**src/common/return_defines.svh**
```systemverilog
// Constants for the subroutine-return decode block.
// Assumes a 14-bit instruction word and an 8-bit accumulator.
`ifndef RETURN_DEFINES_SVH
`define RETURN_DEFINES_SVH

`define INSN_WIDTH         14
`define DATA_WIDTH         8
`define PC_WIDTH           13
`define LIT_MSB            7
`define LIT_LSB            0
`define RETLIT_HI_MSB      13
`define RETLIT_HI_LSB      10
`define RETLIT_HI_PATTERN  4'hD
`define RETURN_PATTERN     14'h0008
`define PHASE_COUNT        4
`define PHASE_Q1           2'h0
`define PHASE_Q2           2'h1
`define PHASE_Q3           2'h2
`define PHASE_Q4           2'h3

`endif

```
**src/common/return_pkg.sv**
```systemverilog
// Types for the subroutine-return decode block.
// Assumes return_defines.svh is on the include path.
package return_pkg;
  typedef enum logic [1:0] {
    OP_NONE,
    OP_RETURN_WITH_LITERAL,
    OP_RETURN_PLAIN
  } op_type;

  typedef enum logic [1:0] {
    ST_FETCH,
    ST_EXEC,
    ST_FLUSH
  } state_type;
endpackage

```
**src/common/decode_if.sv**
```systemverilog
// Carrier between the opcode matcher and the sequencer.
// Assumes both ends share one instruction word.
`include "return_defines.svh"
interface decode_if;
  logic [`INSN_WIDTH-1:0] insn;
  return_pkg::op_type     op;

  modport matcher (
    input  insn,
    output op
  );
  modport user (
    output insn,
    input  op
  );
endinterface

```
**src/core/return_opcode_match.sv**
```systemverilog
// Matcher that classifies an instruction word as one of the two returns, or as no return.
// Assumes the word is stable while it is being decoded.
`include "return_defines.svh"
module return_opcode_match (
  decode_if.matcher dec
);
  always_comb begin
    if (dec.insn == `RETURN_PATTERN) begin // [RULE6]
      dec.op = return_pkg::OP_RETURN_PLAIN;
    end else if (dec.insn[`RETLIT_HI_MSB:`RETLIT_HI_LSB] == `RETLIT_HI_PATTERN) begin // [RULE1]
      dec.op = return_pkg::OP_RETURN_WITH_LITERAL;
    end else begin
      dec.op = return_pkg::OP_NONE;
    end
  end
endmodule

```
**src/core/subroutine_return_execution.sv**
```systemverilog
// Sequencer for the two subroutine-return instructions.
// Assumes q_phase counts Q1..Q4 of each instruction cycle on ref_clk and that the
// return stack applies a pop in the cycle that stack_pop is high.
`include "return_defines.svh"

// Contract
// [RULE1] The literal-return opcode (11 01xx kkkk kkkk) copies its low byte into the accumulator.
// [RULE2] The literal-return opcode pops the return stack and loads the popped address into the program counter.
// [RULE3] The literal-return takes two instruction cycles, writing and popping in the last phase of the first.
// [RULE4] The plain return pops the return stack into the program counter and leaves the accumulator alone.
// [RULE5] The plain return takes two instruction cycles, popping in the last phase of the first, the second idle.
// [RULE6] The plain return is recognised only from the exact word 00 0000 0000 1000.
// [RULE7] Neither return changes the carry, digit-carry or zero flags.
module subroutine_return_execution #(
  parameter int INSN_W = `INSN_WIDTH,
  parameter int DATA_W = `DATA_WIDTH,
  parameter int PC_W   = `PC_WIDTH
) (
  input  wire logic              ref_clk,
  input  wire logic              rst,
  input  wire logic [1:0]        q_phase,
  input  wire logic              insn_valid,
  input  wire logic [INSN_W-1:0] insn,
  input  wire logic [PC_W-1:0]   top_of_return_stack,
  output logic                   stack_pop,
  output logic [PC_W-1:0]        pc_load_value,
  output logic                   pc_load,
  output logic [DATA_W-1:0]      acc_value,
  output logic                   acc_write,
  output logic                   flags_write,
  output logic                   busy,
  output logic                   flush
);
  // Field positions below assume these widths, so other values are refused
  if (INSN_W != `INSN_WIDTH) begin : g_insn_width
    $error("subroutine_return_execution: INSN_W must equal the instruction word width");
  end
  if (DATA_W != `DATA_WIDTH) begin : g_data_width
    $error("subroutine_return_execution: DATA_W must equal the literal width");
  end
  if (PC_W < 1) begin : g_pc_width
    $error("subroutine_return_execution: PC_W must be at least one");
  end
  if (`LIT_MSB - `LIT_LSB + 1 != DATA_W) begin : g_lit_field
    $error("subroutine_return_execution: literal field does not match DATA_W");
  end
  if (`RETLIT_HI_MSB >= INSN_W) begin : g_op_field
    $error("subroutine_return_execution: opcode field lies outside the word");
  end

  decode_if dec ();

  return_opcode_match u_match (
    .dec (dec)
  );

  assign dec.insn = insn;

  return_pkg::state_type state_reg;
  return_pkg::state_type state_next;
  return_pkg::op_type    op_reg;
  return_pkg::op_type    op_next;
  logic [DATA_W-1:0]     lit_reg;
  logic [DATA_W-1:0]     lit_next;
  logic                  pop_reg;
  logic                  pop_next;
  logic                  acc_we_reg;
  logic                  acc_we_next;
  logic [PC_W-1:0]       pc_reg;
  logic [PC_W-1:0]       pc_next;
  logic [DATA_W-1:0]     acc_reg;
  logic [DATA_W-1:0]     acc_next;
  logic                  take;
  logic                  exec_q3;
  logic                  exec_end;
  logic                  flush_end;
  logic                  op_is_literal;

  // Decode is taken only at Q1 of an idle cycle so a word is never acted on twice
  assign take = (state_reg == return_pkg::ST_FETCH) && insn_valid && (q_phase == `PHASE_Q1)
                && (dec.op != return_pkg::OP_NONE); // [RULE1] [RULE6]
  assign exec_q3       = (state_reg == return_pkg::ST_EXEC) && (q_phase == `PHASE_Q3);
  assign exec_end      = (state_reg == return_pkg::ST_EXEC) && (q_phase == `PHASE_Q4);
  assign flush_end     = (state_reg == return_pkg::ST_FLUSH) && (q_phase == `PHASE_Q4);
  assign op_is_literal = (op_reg == return_pkg::OP_RETURN_WITH_LITERAL);

  // First cycle executes, second cycle idles while the pipeline refills
  always_comb begin
    state_next = state_reg;
    case (state_reg)
      return_pkg::ST_FETCH: begin
        if (take) begin
          state_next = return_pkg::ST_EXEC;
        end
      end
      return_pkg::ST_EXEC: begin
        if (exec_end) begin
          state_next = return_pkg::ST_FLUSH; // [RULE3] [RULE5]
        end
      end
      return_pkg::ST_FLUSH: begin
        if (flush_end) begin
          state_next = return_pkg::ST_FETCH; // [RULE3] [RULE5]
        end
      end
      default: begin
        state_next = return_pkg::ST_FETCH;
      end
    endcase
  end

  always_ff @(posedge ref_clk) begin
    if (rst) begin
      state_reg <= return_pkg::ST_FETCH;
    end else begin
      state_reg <= state_next;
    end
  end

  // Kind is held for the whole return so a later word cannot alter it
  always_comb begin
    op_next = op_reg;
    if (take) begin
      op_next = dec.op;
    end else if (flush_end) begin
      op_next = return_pkg::OP_NONE;
    end
  end

  always_ff @(posedge ref_clk) begin
    if (rst) begin
      op_reg <= return_pkg::OP_NONE;
    end else begin
      op_reg <= op_next;
    end
  end

  always_comb begin
    lit_next = lit_reg;
    if (take) begin
      lit_next = insn[`LIT_MSB:`LIT_LSB]; // [RULE1]
    end
  end

  always_ff @(posedge ref_clk) begin
    if (rst) begin
      lit_reg <= '0;
    end else begin
      lit_reg <= lit_next;
    end
  end

  // Registered at Q3 so the pop lands in Q4 of the first cycle
  always_comb begin
    pop_next = 1'b0;
    if (exec_q3) begin
      pop_next = 1'b1; // [RULE2] [RULE3] [RULE4] [RULE5]
    end
  end

  always_ff @(posedge ref_clk) begin
    if (rst) begin
      pop_reg <= 1'b0;
    end else begin
      pop_reg <= pop_next;
    end
  end

  always_comb begin
    acc_we_next = 1'b0;
    if (exec_q3) begin
      acc_we_next = op_is_literal; // [RULE1] [RULE4]
    end
  end

  always_ff @(posedge ref_clk) begin
    if (rst) begin
      acc_we_reg <= 1'b0;
    end else begin
      acc_we_reg <= acc_we_next;
    end
  end

  // Stack top must be valid at Q3; a later change is not seen
  always_comb begin
    pc_next = pc_reg;
    if (exec_q3) begin
      pc_next = top_of_return_stack; // [RULE2] [RULE4]
    end
  end

  always_ff @(posedge ref_clk) begin
    if (rst) begin
      pc_reg <= '0;
    end else begin
      pc_reg <= pc_next;
    end
  end

  // Holds afterwards so the loaded literal stays readable
  always_comb begin
    acc_next = acc_reg;
    if (exec_q3 && op_is_literal) begin
      acc_next = lit_reg; // [RULE1]
    end
  end

  always_ff @(posedge ref_clk) begin
    if (rst) begin
      acc_reg <= '0;
    end else begin
      acc_reg <= acc_next;
    end
  end

  assign stack_pop     = pop_reg;
  assign pc_load       = pop_reg; // [RULE2] [RULE4]
  assign pc_load_value = pc_reg;
  assign acc_write     = acc_we_reg;
  assign acc_value     = acc_reg;
  assign flags_write   = 1'b0; // [RULE7]
  assign busy          = (state_reg != return_pkg::ST_FETCH);
  assign flush         = (state_reg == return_pkg::ST_FLUSH);
endmodule

```
**config.mk**
```make
export PLATFORM = sky130hd
export DESIGN_NAME = subroutine_return_execution
export DESIGN_NICKNAME = d
export VERILOG_FILES = /design/src/common/return_pkg.sv /design/src/common/decode_if.sv /design/src/core/return_opcode_match.sv /design/src/core/subroutine_return_execution.sv
export VERILOG_INCLUDE_DIRS = /design/src /design/src/common
export SDC_FILE = /design/constraint.sdc
export NUM_CORES = 1
export LEC_CHECK = 0
export ABC_AREA = 1
export BUFFER_PORTS_ARGS = -buffer_cell sky130_fd_sc_hd__buf_4
export CAP_MARGIN = 20
export CORE_MARGIN = 3
export CORE_UTILIZATION = 46
export CTS_BUF_LIST = sky130_fd_sc_hd__clkbuf_16
export CTS_CLUSTER_DIAMETER = 50
export DETAILED_ROUTE_END_ITERATION = 7
export GPL_TIMING_DRIVEN = 1
export PLACE_DENSITY = 0.79
export RECOVER_POWER = 50
export SLEW_MARGIN = 20
export SYNTH_ARGS = -nofsm -noshare
export SYNTH_HDL_FRONTEND = slang
export SYNTH_SLANG_ARGS = --single-unit
export TNS_END_PERCENT = 20
```
**constraint.sdc**
```tcl
create_clock -name ref_clk -period 1.4 [get_ports ref_clk]
set_input_delay 0.14 -clock ref_clk [delete_from_list [all_inputs] [get_ports ref_clk]]
set_output_delay 0.14 -clock ref_clk [all_outputs]
set_load 0.02 [all_outputs]
```
==> results.toml, run 1 <==
[clock_network]
clkLatencyLatePin_ps = 270
clockBufferDepth = 2
cts_sinks = 35
cts_tree = "yes"
path_clk_slew_ps = 50
root_buffer = "clkbuf_16"
htreeDepth = 2
numCtsBuffers = 5

[detailed_routing]
drt-total-wl_um = 3330
wl_per_cell_um = 12.2
via_per_inst = 4.89
ant_nets = 0
drcViolationCount = 0
drtPass1Iterations = 4
drt_iter0_drc = 40
vias = 1334

[yosys]
synth_seq_area_share_pct = 50.6
netlist_area_sq_um = 1380
ys_ff_latch = 35
syn_inst = 177
synth_area_per_cell_sq_um = 7.82
synthDistinctLibCells = 24
yosys_warnings = 0
syn-num-nets = 209

[final_layout]
syn_to_final_growth_pct = 39.9
postLayoutCellArea_sq_um = 1940
diodes = 0
mostFrequentLayoutCell = "nor2_1"
drive_above_1_share_pct = 25.2
largest_reg_flops = 13
fin_util_pct = 69.0
fin_cells = 273
final_cell_mix = "53 x nor2_1, 38 x buf_4, 34 x dfxtp_1, 24 x clkbuf_1, 21 x o21ai_0"
nNetsFinal = 273

[global_route]
grt_max_degree = 30
grtUsageTotal_pct = 17.1
grt_pass1_vias = 1058
grt-ovfl-total = 0
antenna_found_initial = 0
grt_first_pass_wirelength_um = 4630

[placed_design]
place_ws_ps = 74.5
place_area_sq_um = 1830
gp_congestion = 0.793
io_buffer_count = 57
place_inst = 260
dpl.hpwl_um = 2150

[sta]
whs_ps = 67.8
skew_ps = 3.25
min_period_ps = 1310
setup_viol = 0
setup_tns_ps = 0
finalWorstSetupSlack_ps = 90.4
fmax_mhz = 764
hold_violations = 0
min_period_over_period_pct = 93.5
slew_violations = 0

[min_path]
hp-class = "input port to flip-flop"

[floorplanning]
start_util_pct = 49.3
rows = 19
die_h_um = 60.9
io_pins = 59
dieArea_sq_um = 3700
chipWidth_um = 60.9
coreArea_sq_um = 2810

[setup_path]
worstSetupEndpointType = "flip-flop"
path_class = "flip-flop to flip-flop"
path_max_fanout = 4
cp-start-kind = "flip-flop"
cp.arrival_ps = 1470
crit_required_ps = 1560

[power_and_ir_drop]
p_per_area_nw_per_um2 = 1130
p_leak_nw = 0.899
total_power_mw = 2.18
peakVddDrop_mv = 0.847

[outcome]
outcome = "finished, final reports clean"

[flow_run]
cap_violations = 0
## worst paths after layout
check                                  start           end  slack, ps  depth (start not counted)
worst max-delay path            state_reg[1]  acc_value[0]         90                          7
worst min-delay path                     rst     op_reg[1]         70                          2
worst max register to register  state_reg[1]  acc_value[0]         90                          7
worst min register to register  acc_value[4]  acc_value[4]        440                          2
## critical path, stage by stage (launching register included)
cell and delay [ps]:
dfxtp_1 320, inv_2 70, nand2_2 80, nor3_4 190, buf_4 180, nand3b_2 150
o21ai_1 160, a21oi_1 50
## power breakdown
group          switching (mW)  total [mW]  leakage [nW]  internal, mW
registers             0.00297        1.00         0.283          1.00
logic                  0.0629       0.141         0.552        0.0777
clock network           0.393        1.04        0.0649         0.645
total                   0.459        2.18         0.899          1.72
## layer usage
layer | vias to the layer above | share of wire, % | global-route usage, %
met4 | 0 | 1.4 | 6.50
met2 | 43 | 47 | 25.0
met3 | 6 | 7.3 | 7.45
met5 | - | 0 | 0
met1 | 592 | 44 | 22.1
li1 | 693 | - | -
## what timing repair did
item | 4_1_cts | 5_1_grt
resized for setup | 0 | 12
buffers inserted | 0 | 3
setup endpoints to repair | 0 | 24
hold buffers | 0 | 0
## layout make-up
type                       instances  area (sq um)
fill                             268           870
sequential                        35           702
multi-input combinational        118           594
timing repair buffer              63           387
clock buffer                       5           125
inverter                          18          73.8
tap                               31          38.8
clock inverter                     3          15.0
## logic make-up (layout without fill, tap and decap cells)
group | Yosys count | in the layout | share of synthesized area [%]
and+or+nand+nor | 73 | 75 | 25.4
AOI/OAI and AO/OA | 42 | 42 | 15.2
DFF | 35 | 35 | 50.6
buffers and inverters | 26 | 89 | 8.50
other | 1 | 1 | 0.271
## cell usage after synthesis
cell type | number | share of area [%]
nor2_1 | 54 | 15
dfxtp_1 | 35 | 51
o21ai_0 | 27 | 9.8
inv_1 | 17 | 4.6
a21oi_1 | 11 | 4.0
nand2_1 | 6 | 1.6
o21ai_1 | 4 | 1.4
clkbuf_1 | 3 | 0.81
buf_2 | 2 | 0.72
buf_4 | 2 | 1.1
nand2_2 | 2 | 0.90
nand4_1 | 2 | 0.90
buf_6 | 1 | 0.81
conb_1 | 1 | 0.27
inv_4 | 1 | 0.45
nand2_4 | 1 | 0.81
nand3_1 | 1 | 0.36
nand3_4 | 1 | 1.3
nand3b_4 | 1 | 1.4
nor2_4 | 1 | 0.81
nor3_1 | 1 | 0.36
nor3_4 | 1 | 1.2
or2_1 | 1 | 0.45
or2_4 | 1 | 0.63
No activity file was read; power rests on OpenSTA's default activity.
==> run 2, diff against run 1 <==
CELL_PAD_IN_SITES_DETAIL_PLACEMENT = 2   (was default)
CELL_PAD_IN_SITES_GLOBAL_PLACEMENT = 2   (was default)
CORE_ASPECT_RATIO = 0.6   (was default)
CORE_UTILIZATION = 25   (was 46)
==> results.toml, run 2 (same netlist as run 1, synthesis figures left out) <==
[clock_network]
numCtsBuffers = 5
cts_tree = "yes"
cts_sinks = 35
root_buffer = "clkbuf_16"
clkLatencyLatePin_ps = 270
htreeDepth = 2
clockBufferDepth = 2
path_clk_slew_ps = 50

[sta]
rsz0062_at_grt = "true"
hold_violations = 0
min_period_ps = 1360
setup_viol = 0
setup_tns_ps = 0
fmax_mhz = 734
skew_ps = 3.35
min_period_over_period_pct = 97.3
slew_violations = 0
whs_ps = 74.5

[outcome]
outcome = "finished, final reports clean"

[final_layout]
nNetsFinal = 279
drive_above_1_share_pct = 26.8
diodes = 0
mostFrequentLayoutCell = "nor2_1"
syn_to_final_growth_pct = 48.8
final_cell_mix = "54 x nor2_1, 42 x buf_4, 35 x dfxtp_1, 24 x clkbuf_1, 18 x o21ai_0"
fillers = 628
largest_reg_flops = 13

[setup_path]
cp_slowest_cell = "dfxtp_1"
critPathTopFamily = "simple AND/OR/NAND/NOR gates"
crit_buf_inv = 1
crit_path_frequent_cell = "nor2_1"
cp-start-kind = "flip-flop"
worstSetupEndpointType = "flip-flop"
crit_required_ps = 1560
path_class = "flip-flop to flip-flop"
crit_chain = "or2_4 -> nor2_4 -> nand3_4 -> nand2_8 -> inv_4 -> nor2_1 -> nor2_1"
cp.arrival_ps = 1520
cp_slowest_stage_delay_ps = 320
path_max_fanout = 8

[detailed_routing]
drt-total-wl_um = 5050
ant_nets = 0
drcViolationCount = 0
drtPass1Iterations = 4
via_per_inst = 4.56
drt_iter0_drc = 29
vias = 1423
wl_per_cell_um = 16.2

[placed_design]
dpl.hpwl_um = 3270
io_buffer_count = 57
gp_congestion = 0.701

[power_and_ir_drop]
p_leak_nw = 0.993
p_per_area_nw_per_um2 = 1060
peakVddDrop_mv = 0.426
total_power_mw = 2.17

[flow_run]
cap_violations = 0

[floorplanning]
dieArea_sq_um = 6490
start_util_pct = 26.6
rows = 20
io_pins = 59
die_h_um = 63.6
coreArea_sq_um = 5200
chipWidth_um = 102

[global_route]
antenna_found_initial = 0
grtUsageTotal_pct = 14.6
grt_first_pass_wirelength_um = 7260
grt_max_degree = 18
grt-ovfl-total = 0
grt_pass1_vias = 1448

[min_path]
hp-class = "input port to flip-flop"
==> run 2: cell types whose count changed in the layout (fill, tap and decap cells not counted), moves of 2 or more <==
cell | previous run | this run
o21ai_2 | 1 | 4
buf_4 | 38 | 42
o21ai_0 | 21 | 18
clkinv_1 | 2 | 0
inv_1 | 15 | 17
==> run 2: per-layer routing <==
metal  GRT usage [%]  vias to the layer above  share of wire, %
met5               0                        -                 0
met4            3.93                        0               1.6
met3            6.19                        7               5.6
met2            22.6                       34                48
met1            18.7                      681                45
li1                -                      701                 -
==> run 2: worst paths after layout <==
check / slack, ps / to / from / cells past startpoint
max: 40 / lit_reg[0] / state_reg[0] / 7
min: 70 / pc_load / rst / 2
max reg2reg: 40 / lit_reg[0] / state_reg[0] / 7
min reg2reg: 450 / acc_value[6] / acc_value[6] / 2
==> run 2: power by group <==
| part | internal, mW | switching (mW) | total (mW) |
|---|---|---|---|
| clock | 0.631 | 0.381 | 1.01 |
| combinational | 0.0813 | 0.0754 | 0.157 |
| sequential | 1.00 | 0.00283 | 1.00 |
==> run 2: metrics by stage <==
step                util (%)  setup slack [ps]  instance area, sq um  std cells
global route            39.6             -70.2                  2060        312
CTS                     39.2              21.3                  2040        306
detailed placement      36.2             -9.08                  1880        297
floorplan                  -               172                  1380        177
global placement        36.2              40.4                  1880        297
finish                  39.6              37.5                  2060        312
==> run 2: cell type report <==
| cell class | count | area [sq um] | share of cell area, % |
|---|---|---|---|
| clock buffers | 5 | 125 | 6.08 |
| clock inverters | 1 | 3.75 | 0.182 |
| inverters | 18 | 73.8 | 3.58 |
| multi-input cells | 119 | 637 | 30.9 |
| flip-flops and latches | 35 | 701 | 34.0 |
| well taps | 66 | 82.6 | 4.01 |
| repair buffers | 68 | 437 | 21.2 |
==> run 2: timing repair <==
item	in CTS	in global routing
setup endpoints to repair	17	27
setup buffers	2	4
hold buffers	0	0
pin swaps	2	4
hold endpoints to repair	0	0
resized for setup	0	18
cloned	1	2
==> run 3, diff against run 2 <==
MAX_ROUTING_LAYER = met4   (was default)
==> results.toml, run 3 (same netlist as run 1, synthesis figures left out) <==
[setup_path]
r2r_end = "lit_reg[0]"
path_max_fanout = 8
cp.arrival_ps = 1520
crit_required_ps = 1560
crit_path_frequent_cell = "nor2_1"
cp_slowest_cell = "dfxtp_1"
crit_chain = "or2_4 -> nor2_4 -> nand3_4 -> nand2_8 -> inv_4 -> nor2_1 -> nor2_1"
r2r_slack_ps = 40
cp-start-kind = "flip-flop"
crit_buf_inv = 1
r2r-start = "state_reg[0]"
r2r_cells = 7
path_depth = 7
cp_slowest_stage_delay_ps = 320
path_class = "flip-flop to flip-flop"
critPathTopFamily = "simple AND/OR/NAND/NOR gates"
worstSetupEndpointType = "flip-flop"

[min_path]
hold_path.startpoint = "rst"
hp-class = "input port to flip-flop"
holdPathStages = 2
holdPathEnd = "pc_load"

[global_route]
grt-ovfl-total = 0
grtUsageTotal_pct = 15.0
antenna_found_initial = 0
grt_pass1_vias = 1448
grt_first_pass_wirelength_um = 7260
grt_max_degree = 18

[sta]
fmax_mhz = 733
skew_ps = 3.36
min_period_ps = 1360
whs_ps = 74.0
hold_violations = 0
setup_tns_ps = 0
slew_violations = 0
min_period_over_period_pct = 97.4
rsz0062_at_grt = "true"
setup_viol = 0

[detailed_routing]
wl_met3_um = 283
wl_per_cell_um = 16.2
ant_nets = 0
wl_met2_um = 2410
drt_iter0_drc = 40
drt-total-wl_um = 5050
via_per_inst = 4.58
wl_met1_um = 2280
drtPass1Iterations = 4
vias = 1429
dr.max_layer_used = "met4"
drcViolationCount = 0

[outcome]
outcome = "finished, final reports clean"

[floorplanning]
chipWidth_um = 102
dieArea_sq_um = 6490
coreArea_sq_um = 5200
io_pins = 59
start_util_pct = 26.6
rows = 20
die_h_um = 63.6

[placed_design]
gp_congestion = 0.709
io_buffer_count = 57
dpl.hpwl_um = 3270
place_area_sq_um = 1880

[final_layout]
final_cell_mix = "54 x nor2_1, 42 x buf_4, 35 x dfxtp_1, 24 x clkbuf_1, 18 x o21ai_0"
largest_reg_flops = 13
fillers = 628
drive_above_1_share_pct = 26.8
seq_area_sq_um = 701
syn_to_final_growth_pct = 48.8
fin_util_pct = 39.6
mostFrequentLayoutCell = "nor2_1"
diodes = 0
multi_input_area_sq_um = 637
postLayoutCellArea_sq_um = 2060
nNetsFinal = 279

[clock_network]
numCtsBuffers = 5
path_clk_slew_ps = 50
root_buffer = "clkbuf_16"
cts_tree = "yes"
clkLatencyLatePin_ps = 270
cts_sinks = 35
htreeDepth = 2
holdBufCountCts = 0
clockBufferDepth = 2

[power_and_ir_drop]
power_switching_mw = 0.461
power_frac_clock_pct = 46.6
comb_power_share_pct = 7.2
p_per_area_nw_per_um2 = 1060
swShare_pct = 21.2
seqPwrFrac_pct = 46.2
total_power_mw = 2.18
p_int_mw = 1.71
peakVddDrop_mv = 0.426
p_leak_nw = 0.993

[flow_run]
cap_violations = 0
## run 3: cell counts in the layout (fill, tap and decap cells not counted)
Identical to the previous run, type by type.
## run 3: power by group through the flow
stage	combinational, mW	sequential, mW	clock [mW]
6_report	0.157	1.00	1.01
5_1_grt	0.173	1.00	1.08
4_1_cts	0.151	1.00	1.04
3_5_place_dp	0.150	1.02	0
3_3_place_gp	0.145	1.02	0
2_1_floorplan	0.0517	1.02	0
## run 3: worst register-to-register path, delay by kind of cell (launching register included)
family	cells	cell delay [ps]
simple gates	6	860
flops	1	320
buf+inv	1	60
## run 3: metal layers
metal / GRT usage (%) / vias up
met5: - / -
met4: 3.93 / 0
met3: 5.97 / 7
met2: 22.6 / 39
met1: 18.8 / 682
li1: - / 701
## run 3: area by class of cell
type                    count  area share [%]
clock buffers               5            6.08
well taps                  66            4.01
multi-input cells         119            30.9
repair buffers             68            21.2
inverters                  18            3.58
clock inverters             1           0.182
flip-flops and latches     35            34.0
## run 3: how the worst max path moves through the flow
stage / to / startpoint
detailed placement: acc_value[1] / state_reg[1]
global placement: lit_reg[0] / state_reg[0]
floorplan: lit_reg[1] / state_reg[0]
finish: lit_reg[0] / state_reg[0]
global route: lit_reg[0] / state_reg[1]
CTS: lit_reg[0] / state_reg[0]
## run 3: per-stage QoR
| step | setup slack, ps | instances |
|---|---|---|
| after floorplan | 172 | 177 |
| after global placement | 40.4 | 297 |
| after detailed placement | -9.08 | 297 |
| after CTS | 21.3 | 306 |
| after global routing | -70.2 | 312 |
| final | 35.8 | 312 |
## run 3: timing repair
action,in CTS,in global routing
pin swaps,2,4
buffers inserted,2,4
resized for setup,0,18
gates cloned,1,2
endpoints found under the setup margin,17,27
